## src/cmd_pulse_regs.svh

```systemverilog
// register offsets, field positions, reset values and limits
`ifndef CMD_PULSE_REGS_SVH
`define CMD_PULSE_REGS_SVH
`define OFF_CFG        8'h00
`define OFF_PPT        8'h04
`define OFF_GEAR_NUM   8'h08
`define OFF_GEAR_DEN   8'h0C
`define OFF_CTRL       8'h10
`define OFF_PRESET     8'h14
`define OFF_STATUS     8'h18
`define OFF_POS_LO     8'h1C
`define OFF_POS_TURNS  8'h20
`define OFF_INT_STAT   8'h24
`define OFF_INT_MASK   8'h28
`define CFG_MODE_LSB   0
`define CFG_SYS_LSB    4
`define CFG_FMT_LSB    8
`define CFG_DIR_BIT    12
`define CTRL_REINIT    0
`define CTRL_PRESET    1
`define INT_OVF_BIT    0
`define INT_MODE_BIT   1
`define CFG_RST        13'h0000
`define PPT_RST        21'h000000
`define GEAR_NUM_RST   23'h000010
`define GEAR_DEN_RST   23'h000001
`define PPT_MIN        21'h000040
`define PPT_MAX        21'h100000
`define GEAR_MAX       23'h400000
`define TURN_MIN       (-32767)
`define TURN_MAX       32766
`define MODE_COMBO_MAX 3'h5
`define FMT_OC_FIRST   3'h3
`endif

```

## src/cmd_pulse_pkg.sv

```systemverilog
// types shared by the command pulse and mode block
package cmd_pulse_pkg;
  typedef enum logic [2:0] {
    MODE_POS = 3'h1,
    MODE_SPD = 3'h2,
    MODE_TRQ = 3'h4
  } run_mode_type;
  typedef enum logic [1:0] {
    SYS_INC       = 2'h0,
    SYS_ABS       = 2'h1,
    SYS_ABS_NOOVF = 2'h2
  } pos_system_type;
  typedef enum logic [1:0] {
    DIV_IDLE = 2'h1,
    DIV_RUN  = 2'h2
  } div_state_type;
endpackage

```

## src/command_pulse_gear_mode.sv

```systemverilog
// control mode select, command pulse decode, gear scaling and position keeping
//
// Notes on behaviour
// starred settings take effect only at power-on, later writes wait for it.
// control mode 0..7 decodes to position, speed, torque, combos, extension, positioning.
// combos 3..5 take first mode when select off, second when on, live.
// position control follows the pulse train only in modes 0 to 5.
// mode 6 starts in speed control at power-on.
// mode 7 selects position control right after power-on.
// position system 0 incremental, 1 absolute, 2 absolute without overflow check.
// absolute mode alarms and stops outside -32767..+32766 turns.
// system 2 never raises the overflow alarm.
// overflow checked at power-on; a position preset clears the alarm.
// format 0..2 differential, 3..5 open collector: pulse/sign, fwd/rev, A/B.
// format, pulses per turn and gear matter only under position control.
// decoder handles 500 kHz differential, 200 kHz open collector pulses.
// A/B format counts every edge of both phases, four per period.
// direction 0 maps forward to CCW, 1 maps forward to CW.
// nonzero pulses per turn 64..1048576 sets pulses per turn; zero uses gear.
// each pulse scaled by gear numerator over denominator, 1..4194304.
// software should reduce the gear ratio to an integer up to 65535.
// gear division remainder carries between pulses, no position lost.
//
// Local design decisions: the placing of the registers and the APB slave port.
`timescale 1ns/1ps
`include "cmd_pulse_regs.svh"
module command_pulse_gear_mode #(
  parameter int ENC_BITS = 17,
  parameter int POS_W    = 48
) (
  input  wire logic        sys_clk,
  input  wire logic        nrst,
  input  wire logic        psel,
  input  wire logic        penable,
  input  wire logic        pwrite,
  input  wire logic [7:0]  paddr,
  input  wire logic [31:0] pwdata,
  output logic      [31:0] prdata,
  output logic             pready,
  output logic             pslverr,
  input  wire logic        diff_pulse_in,
  input  wire logic        diff_sign_in,
  input  wire logic        oc_pulse_in,
  input  wire logic        oc_sign_in,
  input  wire logic        mode_select_in,
  output logic             motor_step,
  output logic      [23:0] motor_step_count,
  output logic             motor_ccw,
  output logic      [2:0]  run_mode,
  output logic             multiturn_overflow_alarm,
  output logic             drive_stop,
  output logic             homing_needed,
  output logic             irq
);
  localparam int TW = POS_W - ENC_BITS;

  // pin synchronisers: diff pulse, diff sign, oc pulse, oc sign, mode select
  logic [4:0] pin_meta_reg;
  logic [4:0] pin_sync_reg;
  logic [3:0] pin_prev_reg;
  // two-flop sampling at 40 MHz resolves edges far above 500 kHz
  always_ff @(posedge sys_clk) begin
    if (!nrst) begin
      pin_meta_reg <= 5'h00;
      pin_sync_reg <= 5'h00;
      pin_prev_reg <= 4'h0;
    end else begin
      pin_meta_reg <= {mode_select_in, oc_sign_in, oc_pulse_in, diff_sign_in, diff_pulse_in};
      pin_sync_reg <= pin_meta_reg;
      pin_prev_reg <= pin_sync_reg[3:0];
    end
  end

  // software shadows of the settings
  logic [12:0] cfg_reg;
  logic [20:0] ppt_reg;
  logic [22:0] num_reg;
  logic [22:0] den_reg;
  logic [31:0] preset_reg;
  logic [1:0]  int_stat_reg;
  logic [1:0]  int_mask_reg;
  // power-on settings in force
  logic [2:0]  act_mode_reg;
  logic [1:0]  act_sys_reg;
  logic [2:0]  act_fmt_reg;
  logic        act_dir_reg;
  logic [20:0] act_ppt_reg;
  logic        por_pending_reg;
  logic        por_check_reg;

  logic apb_done;
  logic wr_en;
  logic do_reinit;
  logic do_preset;
  assign apb_done  = psel & penable & pready;
  assign wr_en     = apb_done & pwrite;
  assign do_reinit = wr_en & (paddr == `OFF_CTRL) & pwdata[`CTRL_REINIT];
  assign do_preset = wr_en & (paddr == `OFF_CTRL) & pwdata[`CTRL_PRESET];

  always_ff @(posedge sys_clk) begin
    if (!nrst) begin
      cfg_reg      <= `CFG_RST;
      ppt_reg      <= `PPT_RST;
      num_reg      <= `GEAR_NUM_RST;
      den_reg      <= `GEAR_DEN_RST;
      preset_reg   <= 32'h00000000;
      int_mask_reg <= 2'h0;
    end else if (wr_en) begin
      unique case (paddr)
        `OFF_CFG:       cfg_reg <= pwdata[12:0];
        `OFF_PPT:
          // only zero or 64..1048576 is stored
          if (pwdata[31:21] == 11'h000 && (pwdata[20:0] == 21'h000000
              || (pwdata[20:0] >= `PPT_MIN && pwdata[20:0] <= `PPT_MAX)))
            ppt_reg <= pwdata[20:0];
        `OFF_GEAR_NUM:
          if (pwdata != 32'h0 && pwdata <= 32'(`GEAR_MAX))
            num_reg <= pwdata[22:0];
        `OFF_GEAR_DEN:
          if (pwdata != 32'h0 && pwdata <= 32'(`GEAR_MAX))
            den_reg <= pwdata[22:0];
        `OFF_PRESET:    preset_reg <= pwdata;
        `OFF_INT_MASK:  int_mask_reg <= pwdata[1:0];
        default: ;
      endcase
    end
  end

  // latch on power-on or a soft power cycle; writes meanwhile stay pending
  always_ff @(posedge sys_clk) begin
    if (!nrst) begin
      por_pending_reg <= 1'b1;
      por_check_reg   <= 1'b0;
      act_mode_reg    <= 3'h0;
      act_sys_reg     <= 2'h0;
      act_fmt_reg     <= 3'h0;
      act_dir_reg     <= 1'b0;
      act_ppt_reg     <= `PPT_RST;
    end else begin
      por_pending_reg <= do_reinit;
      por_check_reg   <= por_pending_reg;
      if (por_pending_reg) begin
        act_mode_reg <= cfg_reg[`CFG_MODE_LSB +: 3];
        act_sys_reg  <= cfg_reg[`CFG_SYS_LSB +: 2];
        act_fmt_reg  <= cfg_reg[`CFG_FMT_LSB +: 3];
        act_dir_reg  <= cfg_reg[`CFG_DIR_BIT];
        act_ppt_reg  <= ppt_reg;
      end
    end
  end

  // mode decode; select pin is live in combos 3 to 5
  cmd_pulse_pkg::run_mode_type mode_next;
  logic sel;
  assign sel = pin_sync_reg[4];
  always_comb begin
    unique case (act_mode_reg)
      3'h0: mode_next = cmd_pulse_pkg::MODE_POS;
      3'h1: mode_next = cmd_pulse_pkg::MODE_SPD;
      3'h2: mode_next = cmd_pulse_pkg::MODE_TRQ;
      3'h3: mode_next = sel ? cmd_pulse_pkg::MODE_SPD : cmd_pulse_pkg::MODE_POS;
      3'h4: mode_next = sel ? cmd_pulse_pkg::MODE_TRQ : cmd_pulse_pkg::MODE_POS;
      3'h5: mode_next = sel ? cmd_pulse_pkg::MODE_TRQ : cmd_pulse_pkg::MODE_SPD;
      3'h6: mode_next = cmd_pulse_pkg::MODE_SPD;
      3'h7: mode_next = cmd_pulse_pkg::MODE_POS;
    endcase
  end

  // source and format split
  logic       use_oc;
  logic [2:0] form;
  logic       pa;
  logic       pb;
  logic       pa_old;
  logic       pb_old;
  assign use_oc = act_fmt_reg >= `FMT_OC_FIRST;
  assign form   = use_oc ? 3'(act_fmt_reg - `FMT_OC_FIRST) : act_fmt_reg;
  assign pa     = use_oc ? pin_sync_reg[2] : pin_sync_reg[0];
  assign pb     = use_oc ? pin_sync_reg[3] : pin_sync_reg[1];
  assign pa_old = use_oc ? pin_prev_reg[2] : pin_prev_reg[0];
  assign pb_old = use_oc ? pin_prev_reg[3] : pin_prev_reg[1];

  logic cnt_up;
  logic cnt_dn;
  logic pulse_ctl;
  // decoding and scaling only under pulse-driven position control
  assign pulse_ctl = (run_mode == cmd_pulse_pkg::MODE_POS)
                     && (act_mode_reg <= `MODE_COMBO_MAX) && !drive_stop;
  always_comb begin
    cnt_up = 1'b0;
    cnt_dn = 1'b0;
    if (form == 3'h0) begin
      // pulse and sign: sign low means forward
      cnt_up = pa & ~pa_old & ~pb;
      cnt_dn = pa & ~pa_old & pb;
    end else if (form == 3'h1) begin
      // forward and reverse trains; coincident edges cancel
      cnt_up = (pa & ~pa_old) & ~(pb & ~pb_old);
      cnt_dn = (pb & ~pb_old) & ~(pa & ~pa_old);
    end else if (form == 3'h2) begin
      // every edge of either phase counts; a double step is dropped
      cnt_up = ((pa ^ pa_old) ^ (pb ^ pb_old)) & (pa ^ pb_old);
      cnt_dn = ((pa ^ pa_old) ^ (pb ^ pb_old)) & ~(pa ^ pb_old);
    end
    if (!pulse_ctl) begin
      cnt_up = 1'b0;
      cnt_dn = 1'b0;
    end
  end

  // effective ratio, divided once per change so each pulse costs one cycle
  logic [22:0] eff_num;
  logic [22:0] eff_den;
  assign eff_num = (act_ppt_reg != 21'h0) ? 23'(1 << ENC_BITS) : num_reg;
  assign eff_den = (act_ppt_reg != 21'h0) ? 23'(act_ppt_reg) : den_reg;

  cmd_pulse_pkg::div_state_type div_state_reg;
  logic [22:0] dv_num_reg;
  logic [22:0] dv_den_reg;
  logic [22:0] dv_quo_reg;
  logic [22:0] dv_rem_reg;
  logic [4:0]  dv_cnt_reg;
  logic [23:0] dv_trial;
  logic [22:0] gear_q_reg;
  logic [22:0] gear_r_reg;
  logic [22:0] gear_den_reg;
  logic        gear_new_reg;
  assign dv_trial = {dv_rem_reg, dv_quo_reg[22]};

  always_ff @(posedge sys_clk) begin
    if (!nrst) begin
      div_state_reg <= cmd_pulse_pkg::DIV_IDLE;
      dv_num_reg    <= `GEAR_NUM_RST;
      dv_den_reg    <= `GEAR_DEN_RST;
      dv_quo_reg    <= 23'h000000;
      dv_rem_reg    <= 23'h000000;
      dv_cnt_reg    <= 5'h00;
      gear_q_reg    <= `GEAR_NUM_RST;
      gear_r_reg    <= 23'h000000;
      gear_den_reg  <= `GEAR_DEN_RST;
      gear_new_reg  <= 1'b0;
    end else begin
      gear_new_reg <= 1'b0;
      unique case (div_state_reg)
        cmd_pulse_pkg::DIV_IDLE:
          if (eff_num != dv_num_reg || eff_den != dv_den_reg) begin
            dv_num_reg    <= eff_num;
            dv_den_reg    <= eff_den;
            dv_quo_reg    <= eff_num;
            dv_rem_reg    <= 23'h000000;
            dv_cnt_reg    <= 5'h00;
            div_state_reg <= cmd_pulse_pkg::DIV_RUN;
          end
        cmd_pulse_pkg::DIV_RUN: begin
          if (dv_trial >= {1'b0, dv_den_reg}) begin
            dv_rem_reg <= 23'(dv_trial - {1'b0, dv_den_reg});
            dv_quo_reg <= {dv_quo_reg[21:0], 1'b1};
          end else begin
            dv_rem_reg <= dv_trial[22:0];
            dv_quo_reg <= {dv_quo_reg[21:0], 1'b0};
          end
          dv_cnt_reg <= 5'(dv_cnt_reg + 5'h01);
          if (dv_cnt_reg == 5'h16) begin
            div_state_reg <= cmd_pulse_pkg::DIV_IDLE;
            gear_new_reg  <= 1'b1;
          end
        end
      endcase
      if (gear_new_reg) begin
        // quotient and remainder switch together so no pulse sees a mixed ratio
        gear_q_reg   <= dv_quo_reg;
        gear_r_reg   <= dv_rem_reg;
        gear_den_reg <= dv_den_reg;
      end
    end
  end

  // remainder carried between pulses in both directions
  logic [22:0] acc_reg;
  logic [23:0] acc_sum;
  logic [23:0] step_amt;
  logic [22:0] acc_next;
  always_comb begin
    acc_sum  = {1'b0, acc_reg} + {1'b0, gear_r_reg};
    step_amt = {1'b0, gear_q_reg};
    acc_next = acc_reg;
    if (cnt_up) begin
      if (acc_sum >= {1'b0, gear_den_reg}) begin
        acc_next = 23'(acc_sum - {1'b0, gear_den_reg});
        step_amt = 24'(step_amt + 24'h000001);
      end else begin
        acc_next = acc_sum[22:0];
      end
    end else if (cnt_dn) begin
      if (acc_reg < gear_r_reg) begin
        acc_next = 23'(acc_reg + gear_den_reg - gear_r_reg);
        step_amt = 24'(step_amt + 24'h000001);
      end else begin
        acc_next = 23'(acc_reg - gear_r_reg);
      end
    end
  end

  logic signed [POS_W-1:0] pos_reg;
  logic signed [TW-1:0]    turns;
  logic                    turn_ovf;
  assign turns    = pos_reg[POS_W-1:ENC_BITS];
  assign turn_ovf = (turns < TW'(`TURN_MIN)) || (turns > TW'(`TURN_MAX));

  always_ff @(posedge sys_clk) begin
    if (!nrst) begin
      acc_reg          <= 23'h000000;
      pos_reg          <= '0;
      motor_step       <= 1'b0;
      motor_step_count <= 24'h000000;
      motor_ccw        <= 1'b0;
    end else begin
      motor_step <= cnt_up | cnt_dn;
      if (gear_new_reg) begin
        acc_reg <= 23'h000000;
      end else begin
        acc_reg <= acc_next;
      end
      if (cnt_up | cnt_dn) begin
        motor_step_count <= step_amt;
        // forward is CCW unless the direction setting is 1
        motor_ccw <= cnt_up ^ act_dir_reg;
      end
      if (do_preset) begin
        // preset loads the position and clears the alarm below
        pos_reg <= POS_W'(signed'(preset_reg));
      end else if (por_pending_reg && cfg_reg[`CFG_SYS_LSB +: 2] == cmd_pulse_pkg::SYS_INC) begin
        // incremental position does not survive a power cycle
        pos_reg <= '0;
      end else if (cnt_up) begin
        pos_reg <= pos_reg + POS_W'(step_amt);
      end else if (cnt_dn) begin
        pos_reg <= pos_reg - POS_W'(step_amt);
      end
    end
  end

  // alarm, stop, homing flag and mode register
  logic ovf_set;
  // absolute only, at power-on and in operation
  assign ovf_set = (act_sys_reg == cmd_pulse_pkg::SYS_ABS) && turn_ovf
                   && !por_pending_reg && !do_preset;
  always_ff @(posedge sys_clk) begin
    if (!nrst) begin
      multiturn_overflow_alarm <= 1'b0;
      drive_stop               <= 1'b0;
      homing_needed            <= 1'b0;
      run_mode                 <= cmd_pulse_pkg::MODE_POS;
    end else begin
      if (ovf_set) begin
        multiturn_overflow_alarm <= 1'b1;
        drive_stop               <= 1'b1;
      end else if (do_preset || act_sys_reg == cmd_pulse_pkg::SYS_ABS_NOOVF) begin
        multiturn_overflow_alarm <= 1'b0;
        drive_stop               <= 1'b0;
      end
      // incremental start needs homing; preset stands in for it
      if (por_check_reg && act_sys_reg == cmd_pulse_pkg::SYS_INC) begin
        homing_needed <= 1'b1;
      end else if (do_preset) begin
        homing_needed <= 1'b0;
      end
      run_mode <= mode_next;
    end
  end

  // sticky events, write one to clear, set beats clear
  logic [1:0] ev;
  assign ev[`INT_OVF_BIT]  = ovf_set & ~multiturn_overflow_alarm;
  assign ev[`INT_MODE_BIT] = (mode_next != run_mode) & ~por_check_reg;
  always_ff @(posedge sys_clk) begin
    if (!nrst) begin
      int_stat_reg <= 2'h0;
      irq          <= 1'b0;
    end else begin
      if (wr_en && paddr == `OFF_INT_STAT) begin
        int_stat_reg <= (int_stat_reg & ~pwdata[1:0]) | ev;
      end else begin
        int_stat_reg <= int_stat_reg | ev;
      end
      irq <= |(int_stat_reg & int_mask_reg);
    end
  end

  // APB: one wait state, read data captured in the first access cycle
  logic [31:0] rd_mux;
  logic        rd_bad;
  always_comb begin
    rd_bad = 1'b0;
    unique case (paddr)
      `OFF_CFG:       rd_mux = {19'h0, cfg_reg};
      `OFF_PPT:       rd_mux = {11'h0, ppt_reg};
      `OFF_GEAR_NUM:  rd_mux = {9'h0, num_reg};
      `OFF_GEAR_DEN:  rd_mux = {9'h0, den_reg};
      `OFF_CTRL:      rd_mux = 32'h00000000;
      `OFF_PRESET:    rd_mux = preset_reg;
      `OFF_STATUS:    rd_mux = {14'h0, homing_needed, multiturn_overflow_alarm, run_mode,
                                act_dir_reg, 1'b0, act_fmt_reg, 2'h0, act_sys_reg,
                                1'b0, act_mode_reg};
      `OFF_POS_LO:    rd_mux = pos_reg[31:0];
      `OFF_POS_TURNS: rd_mux = 32'(turns);
      `OFF_INT_STAT:  rd_mux = {30'h0, int_stat_reg};
      `OFF_INT_MASK:  rd_mux = {30'h0, int_mask_reg};
      default: begin
        rd_mux = 32'h00000000;
        rd_bad = 1'b1;
      end
    endcase
  end

  always_ff @(posedge sys_clk) begin
    if (!nrst) begin
      pready  <= 1'b0;
      pslverr <= 1'b0;
      prdata  <= 32'h00000000;
    end else begin
      pready  <= psel & penable & ~pready;
      pslverr <= psel & penable & ~pready & rd_bad;
      if (psel & penable & ~pready & ~pwrite) begin
        prdata <= rd_mux;
      end
    end
  end
endmodule

```

## config.mk

```make
export PLATFORM = sky130hd
export DESIGN_NAME = command_pulse_gear_mode
export DESIGN_NICKNAME = d
export VERILOG_FILES = /design/src/cmd_pulse_pkg.sv /design/src/command_pulse_gear_mode.sv
export VERILOG_INCLUDE_DIRS = /design/src
export SDC_FILE = /design/constraint.sdc
export NUM_CORES = 2
export LEC_CHECK = 0
export ABC_AREA = 1
export ABC_CLOCK_PERIOD_IN_PS = 20000
export BUFFER_PORTS_ARGS = -buffer_cell sky130_fd_sc_hd__buf_2
export CAP_MARGIN = 20
export CORE_ASPECT_RATIO = 1.1
export CORE_MARGIN = 5
export CORE_UTILIZATION = 50
export DETAILED_ROUTE_END_ITERATION = 7
export HOLD_SLACK_MARGIN = 0.12
export PLACE_DENSITY = 0.71
export SLEW_MARGIN = 20
export SYNTH_ARGS = -nofsm -noshare
export SYNTH_HDL_FRONTEND = slang
export SYNTH_SLANG_ARGS = --single-unit
export TNS_END_PERCENT = 1
```

## constraint.sdc

```tcl
create_clock -name sys_clk -period 20 [get_ports sys_clk]
set_clock_uncertainty 0.05 [all_clocks]
set_input_delay 3 -clock sys_clk [delete_from_list [all_inputs] [get_ports sys_clk]]
set_output_delay 3 -clock sys_clk [all_outputs]
set_load 0.05 [all_outputs]
```

# == Yosys cells after proc, flatten, opt, wreduce, memory -nomap -nowiden ==
# Index checks and enable logic that the tools add are counted.
# totals
register_bits,468
inputBits,50
out_inout_bits,67
elab_cells,226
# op_classes
add_sub_neg,11
n_lt_le_gt_ge,10
n_eq_ne,30
n_mux,50
bitwise_logic,41
reduce_logical,45
# op_table
cell,count
case mux 32 bit (10 select lines),1
2-to-1 mux 23 bit,9
2-to-1 mux 48 bit,4
2-to-1 mux 24 bit,4
case mux 23 bit (2 select lines),2
subtractor 23 bit,4
adder 48 x 24 -> 48 bit,1
>= comparator 24 x 23 -> 1 bit,2
subtractor 48 x 24 -> 48 bit,1
!= test 23 bit,2
== test 8 x 5 -> 1 bit (second input constant),4
less-or-equal comparator 32 x 23 -> 1 bit (second input constant),1
nonzero test 32 bit,1
> comparator 31 x 16 -> 1 bit (second input constant),1
less-than comparator 31 x 16 -> 1 bit (second input constant),1
adder 23 x 1 -> 24 bit (second input constant),1
adder 23 x 23 -> 24 bit,1
== test 8 x 6 -> 1 bit (second input constant),3
adder 23 bit,1
less-than comparator 23 bit,1
>= comparator 21 x 7 -> 1 bit (second input constant),1
less-or-equal comparator 21 bit (second input constant),1
logical NOT 21 bit,1
nonzero test 21 bit,1
41 further kinds,138

# == Depth between registers and ports, before layout ==
# logic_depth
depth_word,16
depth_mapped,55
ltp_nobuf,53

# == Worst setup path after synthesis ==
# No wires, ideal clock.
# synth_path
path_type,reg-to-reg
startpoint,register gear_r_reg[3]
endpoint,register pos_reg[24]
setup_ns,0.117
arrival_time_ns,6.295
t_required_ns,19.833
path_slack_ns,13.538
path_stages_with_launch,47
path_buffers,1
synth_period_minus_slack_ns,6.462
path_cell_list,dfxtp_1 inv_1 ha_1 inv_1 a21oi_1 o31a_1 o21ai_0 a21oi_1 o21ai_0 a21oi_1 xor2_1 ha_1 nand2_1 nor2_1 nand2_1 nor2_1 nand2_1 nand4_1 [... 11 more ...] xor2_1 inv_1 ha_1 a21oi_1 o21ai_0 a21oi_1 nor2_1 nor2_1 nor2_1 nor2_1 o21ai_0 a21oi_1 o21ai_0 a21oi_1 o21ai_0 or2_2 a21oi_1 nor2_1
# synth_via
elab_chain_len,9
elab_cells_between_ends,13
classes_between,add/sub (3); order compare (2); mux (8)
# synth_rtl
element,line,rtl
"start, declared",command_pulse_gear_mode.sv:225,logic [22:0] gear_r_reg;
"start signal, assigned",command_pulse_gear_mode.sv:272,gear_r_reg <= dv_rem_reg;
adder 23 x 23 -> 24 bit / less-than comparator 23 bit (equally long branches),"command_pulse_gear_mode.sv:284, command_pulse_gear_mode.sv:295",
>= comparator 24 x 23 -> 1 bit / 2-to-1 mux 24 bit (equally long branches),"command_pulse_gear_mode.sv:288, command_pulse_gear_mode.sv:295",
2-to-1 mux 24 bit (on tied branches),"command_pulse_gear_mode.sv:288, command_pulse_gear_mode.sv:294",
2-to-1 mux 24 bit (*),command_pulse_gear_mode.sv:287,if (cnt_up) begin
subtractor 48 x 24 -> 48 bit,command_pulse_gear_mode.sv:338,pos_reg <= pos_reg - POS_W'(step_amt);
2-to-1 mux 48 bit,command_pulse_gear_mode.sv:337,end else if (cnt_dn) begin
2-to-1 mux 48 bit (*),command_pulse_gear_mode.sv:335,end else if (cnt_up) begin
2-to-1 mux 48 bit (*),command_pulse_gear_mode.sv:332,end else if (por_pending_reg && cfg_reg[`CFG_SYS_LSB +: 2] == cmd_pulse_pkg::SYS_INC) begin
2-to-1 mux 48 bit (*),command_pulse_gear_mode.sv:329,if (do_preset) begin
"end signal, assigned",command_pulse_gear_mode.sv:331,pos_reg <= POS_W'(signed'(preset_reg));
"end signal, assigned",command_pulse_gear_mode.sv:336,pos_reg <= pos_reg + POS_W'(step_amt);
"end signal, assigned",command_pulse_gear_mode.sv:338,
"end, declared",command_pulse_gear_mode.sv:304,logic signed [POS_W-1:0] pos_reg;
# Mark *: on every way between the ends. The rest lies on a longest branch, timed or not. The select of a mux whose other input is x is not followed.
# A chain may end at the register's enable or synchronous reset.

# == Worst setup path in the final report ==
# layout_path
startpoint,register gear_r_reg[3]
endpoint,register pos_reg[35]
# The elaborated chain is that of the path after synthesis.

==> results.cfg <==
[critical_path]
crit_slowest_cell = o31ai_1
crit_type = reg2reg
critPathLaunchType = register
crit_top_cell = nand2_1
cp-end-kind = register
cp.required_ns = 20.48
slowest_delay_ns = 0.56
crit_fanout = 18
cp.arrival_ns = 8.88

[final_layout]
register_area_sq_mm = 0.00937
final_core_utilization_pct = 55.0
antenna_cells = 0
nFillCells = 6163
nNetsFinal = 4782
final_layout_size_suffix_gt1_share_pct = 7.14
final-instance-count-excl-fill = 5390
final_cell_area_sq_mm = 0.0337
largest_reg_flops = 48
syn_to_final_growth_pct = 8.98
multiInputGateArea_sq_mm = 0.0182

[yosys]
syn_area_sq_mm = 0.0309
ys_types = 67
syn-num-nets = 4789
syn-instance-count = 4538
synth_seq_cells = 468
synth_edf_count = 0
ys.flop_type = dfxtp_1
synthArstFlopShare_pct = 0
synth_area_per_cell_sq_um = 6.81
ys_seq_area_share_pct = 30.3
yosysWarnings = 0

[status]
status = complete, no violations

[timing]
rsz0062_at_grt = no
finalSetupViolations = 0
report.final.slew_viol_count = 0
setup_tns_ns = 0
fmax_mhz = 119
hold_violations = 0
slew_headroom_pct = 32.6
tightest_slew_ns = 1.01
fin_crit_sh_pct = 42.0
period_minus_slack_ns = 8.40

[placement]
dpl.hpwl_microns = 80600
post-place-cells = 5300
place_area_sq_mm = 0.0319
gp_routability_congestion = 0.977
portBuffers = 116

[clock_tree]
clock_sinks = 468
max-clock-path-buffers = 3
cts_tree = done
insertion_delay_ns = 0.64
htreeDepth = 2
cts_resized = 0
cts-root-buf = clkbuf_16
clkTransAtPathRegs_ns = 0.06
post-cts-setup-buffers = 0
cts-buffers-inserted = 52
cts_hold_buffers = 0

[global_route]
grt_max_degree = 100
grt_antenna_before_repair = 2
grt_pass1_vias = 29273
track_usage_pct = 31.1
grt_pass1_wl_microns = 167000
grt-ovfl-total = 0

[die]
dieHeight_microns = 271
initial_core_util_pct = 50.5
rows = 95
pin_count = 117
core_sq_mm = 0.0612
die_area_sq_mm = 0.0669
die_w_microns = 247

[job]
maxCapViolCount = 0

[routing]
wl_per_cell_microns = 20.1
num_vias = 31491
ant_nets = 0
drc = 0
drt_first_pass_iters = 6
viasPerCell = 5.84
wl_microns = 108000
drt_iter0_markers = 2902

[power_and_ir_drop]
vdd_drop_max_mv = 0.0994
power.leakage_uw = 0.0149
pwr_density_cell_mw_per_mm2 = 126

[min_path]
hold_path_class = reg2reg
final timing paths:
check                   from               to  slack (ns)  depth (start not counted)
max            gear_r_reg[3]      pos_reg[35]       11.60                         46
min          pin_meta_reg[1]  pin_sync_reg[1]        0.36                          2
max reg2reg    gear_r_reg[3]      pos_reg[35]       11.60                         46
min reg2reg  pin_meta_reg[1]  pin_sync_reg[1]        0.36                          2
logic make-up (layout without fill, tap and decap cells):
group	count (synthesis)	count (layout)	synth area share, %
and+or+nand+nor	1476	1476	20.7
AOI/OAI and AO/OA	1366	1366	24.8
DFF	468	468	30.3
muxes	1	1	0.0324
adders and majority gates	201	201	8.80
xor gates and xnor gates	159	159	4.51
buffers and inverters	867	895	10.9
final cells by class:
class / count / share of cell area (%)
well taps: 824 / 3.06
flip-flops and latches: 468 / 27.8
multi-input cells: 3203 / 54.1
clock inverters: 16 / 0.688
inverters: 651 / 7.29
clock buffers: 73 / 4.40
repair buffers: 155 / 2.64
where the power goes:
group | internal [uW] | leakage [uW] | switching, uW | total, uW
Clock | 556 | 0.000826 | 424 | 980
Combinational | 703 | 0.0103 | 1460 | 2170
Sequential | 1000 | 0.00381 | 83.6 | 1090
Total | 2260 | 0.0149 | 1970 | 4230
worst max-delay path: cells and delay by family (launching register included):
family / cells / cell delay, ns
AOI/OAI and AO/OA: 13 / 2.79
buffers and inverters: 3 / 0.33
DFF: 1 / 0.38
and+or+nand+nor: 25 / 3.22
xor gates and xnor gates: 2 / 0.35
adders and majority gates: 3 / 1.17
layer usage:
metal	GRT usage (%)	wire length, microns	up-vias
li1	-	-	15210
met1	40.7	44400	14611
met2	50.4	49200	1381
met3	4.25	8400	289
met4	15.8	6450	0
met5	0	0	-
cell usage in the layout, fill, tap and decap left out, types with 29 or more instances in the layout:
cell / Yosys / final
nand2_1: 695 / 694
dfxtp_1: 468 / 467
nand4_1: 66 / 66
clkbuf_16: 0 / 52
o211ai_1: 29 / 29
buf_2: 21 / 115
nor2_1: 369 / 364
a211oi_1: 30 / 30
xor2_1: 122 / 122
a31oi_1: 59 / 59
o22ai_1: 54 / 54
ha_1: 174 / 174
o21bai_1: 29 / 29
nand3_1: 200 / 199
a21oi_1: 532 / 531
nor3_1: 43 / 43
xnor2_1: 37 / 37
inv_1: 639 / 635
buf_4: 6 / 38
o21ai_0: 485 / 485
stage by stage:
stage          total power [uW]  hold slack, ns  setup WS (ns)
3_3_place_gp               3220           0.347          11.90
5_1_grt                    4520           0.388          10.99
6_report                   4230           0.359          11.60
4_1_cts                    4200           0.360          11.71
3_5_place_dp               3220           0.346          11.79
2_1_floorplan              2650           0.340          13.54
synthesized netlist by cell type, drive strengths merged, types with 7 or more instances:
library cell  count  area (sq um)
nand3           205          1060
xnor2            37           324
o21ai           492          2470
clkbuf          175           657
fa               27           541
a211oi           30           225
ha              174          2180
o211ai           29           218
o221ai           25           219
o22ai            54           338
xor2            122          1070
inv             648          2440
a31oi            59           369
nand2           714          2780
a21oi           532          2660
o2111ai           9          78.8
a221oi           18           158
nand4            67           425
o21bai           29           218
dfxtp           468          9370
o41ai             8          70.1
o21a             27           203
a21boi            7          56.3
nor2            380          1470
buf              41           248
or2              26           163
a21o             13          97.6
nor3             44           225
nor4             25           163
o31ai            15           118
Note: power is estimated with default switching activity, not from simulation.
